===== src/rtl/aidc_pkg.sv =====
// package: register map, field positions and decode result type
package aidc_pkg;
  // control-bus offsets
  localparam logic [7:0] ENTRY_OFFS = 8'h04;
  localparam logic [7:0] CTRL_OFFS  = 8'h05;
  localparam int unsigned NUM_ENTRIES = 16;
  // entry fields, vector index = 31 - printed bit
  localparam int unsigned E_PRIMARY = 31;
  localparam int unsigned E_EXT_HI  = 30;
  localparam int unsigned E_EXT_LO  = 20;
  localparam int unsigned E_PRIV    = 19;
  localparam int unsigned E_SRC1    = 18;
  localparam int unsigned E_SRC2    = 17;
  localparam int unsigned E_TGT_WR  = 16;
  localparam int unsigned E_CR_EN   = 15;
  localparam int unsigned E_CRF_HI  = 13;
  localparam int unsigned E_CRF_LO  = 11;
  localparam int unsigned E_REG_HI  = 9;
  localparam int unsigned E_REG_LO  = 6;
  localparam int unsigned E_TYPE_HI = 5;
  localparam int unsigned E_TYPE_LO = 4;
  localparam int unsigned E_WILD    = 1;
  localparam int unsigned E_EN      = 0;
  localparam logic [31:0] ENTRY_MASK = 32'hFFFF_BBF3;
  // execution types
  localparam logic [1:0] TYPE_EARLY = 2'h0;
  localparam logic [1:0] TYPE_LATE  = 2'h1;
  localparam logic [1:0] TYPE_AUTO  = 2'h2;
  localparam logic [1:0] TYPE_PTR   = 2'h3;
  // primary opcodes selectable by an entry
  localparam logic [5:0] PRIM_OP0 = 6'h00;
  localparam logic [5:0] PRIM_OP4 = 6'h04;
  // control register fields, vector index = 31 - printed bit
  localparam int unsigned C_RESET    = 31;
  localparam int unsigned C_LDST_DIS = 26;
  localparam int unsigned C_UDI_DIS  = 25;
  localparam int unsigned C_UDI_LATE = 24;
  localparam int unsigned C_FP_DIS   = 23;
  localparam int unsigned C_FPC_HI   = 22;
  localparam int unsigned C_FPC_LO   = 17;
  localparam int unsigned C_FP_LATE  = 16;
  localparam int unsigned C_ST_WB    = 15;
  localparam int unsigned C_LDST_PRV = 14;
  localparam int unsigned C_ALIGN    = 11;
  localparam int unsigned C_LITTLE_ENDIAN_TRAP  = 10;
  localparam int unsigned C_BIG_ENDIAN_TRAP  = 9;
  localparam int unsigned C_ENABLE   = 0;
  localparam logic [31:0] CTRL_MASK  = 32'h07FF_CE01;

  // one decode answer
  typedef struct packed {
    logic        valid;
    logic        claimed;
    logic        udi_hit;
    logic        illegal;
    logic        unimplemented;
    logic        priv_violation;
    logic        endian_trap;
    logic        first_source_operand;
    logic        second_source_operand;
    logic        target_register;
    logic        condition_return_enable;
    logic [2:0]  condition_field_select;
    logic [1:0]  exec_type;
    logic [31:0] ldst_addr;
  } aidc_result_t;
endpackage : aidc_pkg


===== src/rtl/aidc_decode_config.sv =====
// aux processor unit decode configuration and decode control
// Summary of operation
// - entry bit0 picks opcode 0/4, eleven-bit extended
// - privilege bit flags a privilege violation outside privileged mode
// - bits 13/14 request first/second source operands
// - bit 15 routes result to target register
// - bit 16 returns condition bits to field
// - type field selects early/late/autonomous/pointer
// - register number only used by pointer type
// - wildcard compares only extended bits 6..11
// - only enabled entries take part in matching
// - writing bit0 restores defaults, reads zero
// - bit5 blocks coprocessor load/store, illegal
// - bit6 blocks custom instructions, illegal
// - bit7 forces custom late confirm
// - bit8 blocks floating point, illegal
// - bits 9-14 disable fp classes, unimplemented
// - bit15 forces floating point late confirm
// - bit16 delays store permit past writeback
// - bit17 makes custom load/store privileged
// - bit20 forces natural alignment, no exception
// - bits 21/22 trap little/big endian storage
// - bit31 clear stops all decode flags and requests, exec_type still follows the entry
`timescale 1ns/10ps
`default_nettype none
module aidc_decode_config
  import aidc_pkg::*;
(
  input  wire logic                                core_clk_in,
  input  wire logic                                rst_in,
  // register bus
  input  wire logic [7:0]                          dcr_addr_in,
  input  wire logic                                dcr_read_in,
  input  wire logic                                dcr_write_in,
  input  wire logic [31:0]                         dcr_wdata_in,
  output logic [31:0]                              dcr_rdata_out,
  output logic                                     dcr_ack_out,
  // reset defaults
  input  wire logic [31:0]                         decode_control_tieoff_in,
  input  wire logic [aidc_pkg::NUM_ENTRIES-1:0][31:0] entry_tieoff_first_in,
  // instruction from the pipeline
  input  wire logic                                insn_valid_in,
  input  wire logic [31:0]                         insn_in,
  input  wire logic                                priv_mode_in,
  input  wire logic                                is_custom_ldst_in,
  input  wire logic                                is_fp_in,
  input  wire logic                                is_fp_ldst_in,
  input  wire logic [5:0]                          fp_class_in,
  input  wire logic [31:0]                         ldst_addr_in,
  input  wire logic [2:0]                          ldst_size_log2_in,
  input  wire logic                                little_endian_in,
  // store progress
  input  wire logic                                store_issue_in,
  input  wire logic                                store_passed_lwb_in,
  output aidc_pkg::aidc_result_t                   result_out,
  output logic                                     store_commit_permit_out
);
  import aidc_pkg::*;

  ////////////////////////////////////////////////////////////////////////////
  // registers
  logic [NUM_ENTRIES-1:0][31:0] entry_r;
  logic [31:0]                  ctrl_r;
  logic [3:0]                   ptr_r;
  logic [31:0]                  rdata_r;
  logic                         ack_r;
  aidc_result_t                 result_r;
  logic                         permit_r;

  // bus decode
  wire sel_entry = dcr_addr_in == ENTRY_OFFS;
  wire sel_ctrl  = dcr_addr_in == CTRL_OFFS;
  wire wr_entry  = dcr_write_in && sel_entry;
  wire wr_ctrl   = dcr_write_in && sel_ctrl;
  wire [1:0] wr_type = dcr_wdata_in[E_TYPE_HI:E_TYPE_LO];
  // write of one to bit0 restores defaults
  wire soft_reset = wr_ctrl && dcr_wdata_in[C_RESET];
  // pointer-type write moves the pointer, not stored
  wire ptr_write  = wr_entry && (wr_type == TYPE_PTR);

  wire [31:0] rd_mux = sel_entry ? (entry_r[ptr_r] & ENTRY_MASK)
                     : sel_ctrl  ? (ctrl_r & CTRL_MASK) : 32'h0000_0000;

  ////////////////////////////////////////////////////////////////////////////
  // register file: reset loads tie-offs, soft reset does the same
  always_ff @(posedge core_clk_in)
  begin
    if (rst_in || soft_reset)
    begin
      entry_r <= entry_tieoff_first_in;
      ctrl_r  <= decode_control_tieoff_in & CTRL_MASK;
      ptr_r   <= 4'h0;
    end
    else
    begin
      if (ptr_write)
        ptr_r <= dcr_wdata_in[E_REG_HI:E_REG_LO];
      else if (wr_entry)
        entry_r[ptr_r] <= dcr_wdata_in & ENTRY_MASK;
      if (wr_ctrl)
        ctrl_r <= dcr_wdata_in & CTRL_MASK;
    end
  end

  // bus answer one cycle after the strobe; other offsets are not ours
  always_ff @(posedge core_clk_in)
  begin
    if (rst_in)
    begin
      ack_r   <= 1'b0;
      rdata_r <= 32'h0000_0000;
    end
    else
    begin
      ack_r   <= (dcr_read_in || dcr_write_in) && (sel_entry || sel_ctrl);
      rdata_r <= dcr_read_in ? rd_mux : 32'h0000_0000;
    end
  end

  assign dcr_ack_out   = ack_r;
  assign dcr_rdata_out = rdata_r;

  ////////////////////////////////////////////////////////////////////////////
  // per-entry opcode compare
  wire [5:0]  insn_prim = insn_in[31:26];
  wire [10:0] insn_ext  = insn_in[10:0];
  logic [NUM_ENTRIES-1:0] hit;

  genvar g;
  generate
    for (g = 0; g < NUM_ENTRIES; g++)
    begin : g_match
      wire [10:0] ext  = entry_r[g][E_EXT_HI:E_EXT_LO];
      // bit0 selects opcode 4 over opcode 0
      wire [5:0]  prim = entry_r[g][E_PRIMARY] ? PRIM_OP4 : PRIM_OP0;
      // wildcard drops the upper five extended bits
      wire ext_ok = entry_r[g][E_WILD] ? (ext[5:0] == insn_ext[5:0])
                                       : (ext == insn_ext);
      assign hit[g] = entry_r[g][E_EN] && (prim == insn_prim) && ext_ok
                      && (entry_r[g][E_TYPE_HI:E_TYPE_LO] != TYPE_PTR);
    end
  endgenerate

  // lowest matching entry wins when several are programmed alike
  logic [3:0] hit_idx;
  always_comb
  begin
    hit_idx = 4'h0;
    for (int i = NUM_ENTRIES - 1; i >= 0; i--)
      if (hit[i])
        hit_idx = 4'(i);
  end

  ////////////////////////////////////////////////////////////////////////////
  // decode controls
  wire [31:0] ent      = entry_r[hit_idx];
  // enable off overrides every disable and clears every flag and request; exec_type is still decoded
  wire enabled         = ctrl_r[C_ENABLE];
  wire any_udi_hit     = |hit;
  wire is_udi          = any_udi_hit && !is_custom_ldst_in;
  wire udi_illegal     = is_udi && ctrl_r[C_UDI_DIS];
  wire ldst_illegal    = is_custom_ldst_in && ctrl_r[C_LDST_DIS];
  wire fp_illegal      = is_fp_in && ctrl_r[C_FP_DIS];
  // per-class disable only when fp decode is on
  wire fp_unimpl       = is_fp_in && !ctrl_r[C_FP_DIS]
                         && |(fp_class_in & ctrl_r[C_FPC_HI:C_FPC_LO]);
  wire priv_bad        = !priv_mode_in
                         && ((is_udi && ent[E_PRIV])
                         || (is_custom_ldst_in && ctrl_r[C_LDST_PRV]));
  wire is_ldst         = is_custom_ldst_in || is_fp_ldst_in;
  // endian traps on coprocessor and fp storage access
  wire endian_bad      = is_ldst && ((little_endian_in && ctrl_r[C_LITTLE_ENDIAN_TRAP])
                         || (!little_endian_in && ctrl_r[C_BIG_ENDIAN_TRAP]));
  // natural alignment mask from transfer size
  wire [31:0] size_mask = ~((32'h0000_0001 << ldst_size_log2_in) - 32'h0000_0001);
  wire [31:0] addr_out  = ctrl_r[C_ALIGN] ? (ldst_addr_in & size_mask) : ldst_addr_in;

  // type from entry; force late confirm
  logic [1:0] type_sel;
  always_comb
  begin
    type_sel = TYPE_EARLY;
    if (is_udi)
      type_sel = ctrl_r[C_UDI_LATE] ? TYPE_LATE : ent[E_TYPE_HI:E_TYPE_LO];
    else if (is_fp_in && !is_fp_ldst_in && ctrl_r[C_FP_LATE])
      type_sel = TYPE_LATE;
  end

  wire claim = enabled && (is_udi || is_custom_ldst_in || is_fp_in);
  // operand and routing requests only for a custom instruction that really decodes,
  // so a disabled decoder never asks the register file for anything
  wire udi_ok = enabled && is_udi && !udi_illegal;

  ////////////////////////////////////////////////////////////////////////////
  // registered decode answer, one cycle after the instruction
  always_ff @(posedge core_clk_in)
  begin
    if (rst_in)
      result_r <= '0;
    else
    begin
      result_r.valid          <= insn_valid_in;
      result_r.claimed        <= insn_valid_in && claim;
      result_r.udi_hit        <= insn_valid_in && enabled && is_udi && !udi_illegal;
      result_r.illegal        <= insn_valid_in && enabled
                                 && (udi_illegal || ldst_illegal || fp_illegal);
      result_r.unimplemented  <= insn_valid_in && enabled && fp_unimpl;
      result_r.priv_violation <= insn_valid_in && enabled && priv_bad;
      result_r.endian_trap    <= insn_valid_in && enabled && endian_bad;
      result_r.first_source_operand  <= insn_valid_in && udi_ok && ent[E_SRC1];
      result_r.second_source_operand <= insn_valid_in && udi_ok && ent[E_SRC2];
      // result written back to target register
      result_r.target_register <= insn_valid_in && udi_ok && ent[E_TGT_WR];
      result_r.condition_return_enable <= insn_valid_in && udi_ok && ent[E_CR_EN];
      result_r.condition_field_select  <= ent[E_CRF_HI:E_CRF_LO];
      result_r.exec_type      <= type_sel;
      result_r.ldst_addr      <= addr_out;
    end
  end

  assign result_out = result_r;

  // permit waits for the writeback stage when asked
  always_ff @(posedge core_clk_in)
  begin
    if (rst_in)
      permit_r <= 1'b0;
    else
      permit_r <= ctrl_r[C_ST_WB] ? store_passed_lwb_in : store_issue_in;
  end

  assign store_commit_permit_out = permit_r;

endmodule : aidc_decode_config
`default_nettype wire


===== config.mk =====
export PLATFORM = sky130hd
export DESIGN_NAME = aidc_decode_config
export DESIGN_NICKNAME = d
export VERILOG_FILES = /design/src/rtl/aidc_pkg.sv /design/src/rtl/aidc_decode_config.sv
export SDC_FILE = /design/constraint.sdc
export NUM_CORES = 1
export LEC_CHECK = 0
export BUFFER_PORTS_ARGS = -buffer_cell sky130_fd_sc_hd__buf_4
export CORE_UTILIZATION = 35
export DETAILED_ROUTE_END_ITERATION = 8
export GPL_TIMING_DRIVEN = 0
export SYNTH_ARGS = -nofsm -noshare
export SYNTH_HDL_FRONTEND = slang
export SYNTH_SLANG_ARGS = --single-unit

===== constraint.sdc =====
create_clock -name core_clk_in -period 5.2 [get_ports core_clk_in]
set_input_delay 0.52 -clock core_clk_in [delete_from_list [all_inputs] [get_ports core_clk_in]]
set_output_delay 0.52 -clock core_clk_in [all_outputs]
set_load 0.02 [all_outputs]

==> impl_results.md <==
- Outcome: finished with violations
- Failing checks: max-capacitance violations
- First-pass GRT wire length: 223000 um
- Die Width: 306 um
- Crit-path cells: clkbuf_1 -> clkbuf_2 -> clkbuf_1 -> clkbuf_1 -> nor2b_1 -> nand3_1 -> o21ai_4 -> buf_12
- CTS Buf Count: 66
- Clock root buffer: clkbuf_16
- Post-Route WL: 167000 um
- Clk buf depth: 3
- Crit Path Max Fanout: 22
- Share of cells above drive strength 1: 0.245
- # DRC: 0
- Gp weighted congestion: 0.997
- CP bufs+invs: 5
- Ys Warns: 0
- Area Growth Syn to Fin: 27.3%
- Filler cells: 8895
- Finish-stage setup viols: 0
- Initial antenna violation count: 9
- Fin. Hold Viols: 0
- GRT overflow: 0
- Data required, critical path: 5.51 ns
- Worst VDD drop: 0.187 mV
- Max Slew Vio Count: 0
- Postcts setup bufs: 0
- Prevailing post-synth register cell: edfxtp_1
- Hold_ws: 0.118 ns
- Final net count: 4656
- DP Area: 0.0390 sq mm
- Hold Crit Depth: 2
- Vias in the first global route: 29100
- Post-DRT Antenna Nets: 0
- Clk pin slew, worst setup/hold paths: 0.07 ns
- TNS Setup: 0 ns
- Iteration-0 DRC count of the detailed router: 4114
- Final Cycle Share: 0.981
- WP data arrival: 5.40 ns
- Detailed Routing Iterations Pass 1: 6
- Die H: 306 um
- Leakage power: 0.0168 uW
- Reg2reg setup slack: 0.10 ns
- Worst path top cell family by delay: buffers and inverters
- CTS tree: done
- Setup crit start kind: register
- Slew HR: 0.0161
- Setup CP Type: reg2reg
- Worst hold path type: in2reg
- Reg2reg path depth: 8
- Post-synth ARST share: 0
- Sequential-to-total area share from yosys stat: 0.483
- Unrepaired setup endpoints after global routing: no
- Final Non-Filler Cells: 5222
- Final instance area: 0.0412 sq mm
- Total number of vias: 30500
- Hold_buf cts: 0
- Port bufs: 614
- Peak per-stage delay on the critical path: 0.85 ns
- Pwr Density: 284 mW/mm^2
- Placed insts: 5102
- R2R Path Start: ptr_r[1]
- Clk sink count: 549
- Post-synth EDFFs: 465
- Yosys reg bits: 549
- Initial core utilization: 0.353
- Cell mode on critical path: clkbuf_1
- Drt via density: 5.85
- Worst Hold End: result_out[18]
- Synthesized area: 0.0324 sq mm
- DP HPWL: 137000 um
- CTS H-tree depth: 3
- Post-Syn Instances: 3286
- Fmax: 196 MHz
- Resized Gates After CTS: 2
- Rows: 111
- Total power: 11700 uW
- Average size of a mapped cell: 9.85 sq um
- Reg2reg end: entry_r[367]
- Core footprint: 0.0917 sq mm
- Max-Cap Viols: 1
- Slew @ Worst Pin: 1.48 ns
- Shortest period the worst path allows: 5.10 ns
- Most common cell after layout, fill and taps aside: nand2_1
- Clk_lat worst skew: 0.62 ns
- Unique masters post-synth: 85
- Slowest cell on crit path: clkbuf_1
- Hold Crit Start: ldst_addr_in[18]
- Kind of end point of the critical path: register
- Die footprint: 0.0937 sq mm
- Total track usage: 0.347
- Clock Skew: 0.0366 ns
- Largest net degree at the start of global routing: 29
- Io pins: 751
- Post-DR wirelength/cell: 31.9 um
- Most frequent cells in the layout: nand2_1, buf_4, nand3_1
logic make-up (layout without fill, tap and decap cells):
kind of cell,after synthesis,count (layout),share of synthesized area
AND/OR/NAND/NOR,1822,1822,0.251
flip-flops,549,549,0.483
buffers and inverters,310,1057,0.0438
multiplexers,233,233,0.127
AO/OA/AOI/OAI,194,194,0.0450
XOR/XNOR,176,176,0.0490
adder cells (fa/ha/maj),1,1,0.000386
other,1,4,0.000116
stage by stage:
| stage | setup WS, ns | utilization |
|---|---|---|
| 6_report | 0.101 | 0.449 |
| 5_1_grt | 0.122 | 0.449 |
| 4_1_cts | 0.323 | 0.449 |
| 3_5_place_dp | -0.184 | 0.425 |
| 3_3_place_gp | -3.32 | 0.420 |
| 2_1_floorplan | 0.705 | - |
flip-flops by register name, indices dropped and copies added, names as in the netlist:
signal and cells:
entry_r 448, result_out 48, dcr_rdata_out 30, ctrl_r 17, ptr_r 4, dcr_ack_out 1
store_commit_permit_out 1
per-layer routing:
metal / vias to the layer above / track usage / part of all wire / routed length (um)
li1: 13100 / - / - / -
met1: 14800 / 0.427 / 0.37 / 62000
met2: 2154 / 0.570 / 0.47 / 77900
met3: 427 / 0.0598 / 0.093 / 15500
met4: 6 / 0.204 / 0.068 / 11300
met5: - / 0 / 0.00022 / 36
cells in the mapped netlist, types with 29 or more instances:
master    count  share of area
nor3_1       41         0.0063
nand2b_1     46         0.0089
mux4_2      140          0.097
dfxtp_1      84          0.052
o21ai_0      40         0.0062
edfxtp_1    465           0.43
nand3_1     470          0.073
xor2_1       42          0.011
mux2i_1      75          0.023
buf_1        29         0.0034
clkbuf_1    223          0.026
nor2_1       68         0.0079
nor2b_1      49         0.0095
nand2_1    1014           0.12
nand4_1      57          0.011
xnor2_1     128          0.035
final cells by class:
type | count | area [sq um] | area share
antenna | 2 | 5.00 | 0.000121
buffer | 294 | 1370 | 0.0331
clock buffer | 82 | 1760 | 0.0428
clock inverter | 34 | 387 | 0.00938
inverter | 16 | 60.1 | 0.00146
multi-input combinational | 2428 | 15500 | 0.377
sequential | 549 | 15600 | 0.380
tap | 1186 | 1480 | 0.0360
timing repair buffer | 631 | 4960 | 0.120
worst max-delay path by stage:
stage | startpoint | end | slack, ns | cells after the start
2_1_floorplan | ptr_r[1] | entry_r[352] | 0.71 | 7
3_3_place_gp | ptr_r[1] | entry_r[337] | -3.32 | 7
3_5_place_dp | insn_in[31] | result_out[33] | -0.18 | 12
4_1_cts | ptr_r[1] | entry_r[371] | 0.32 | 8
5_1_grt | ptr_r[1] | entry_r[372] | 0.12 | 8
6_report | ptr_r[1] | entry_r[367] | 0.10 | 8
report_power, final:
part / internal, uW / switching [uW] / total, uW
Combinational: 674 / 1030 / 1700
Clock: 2810 / 1990 / 4800
Sequential: 5050 / 172 / 5220
Note: power is estimated with default switching activity, not from simulation.
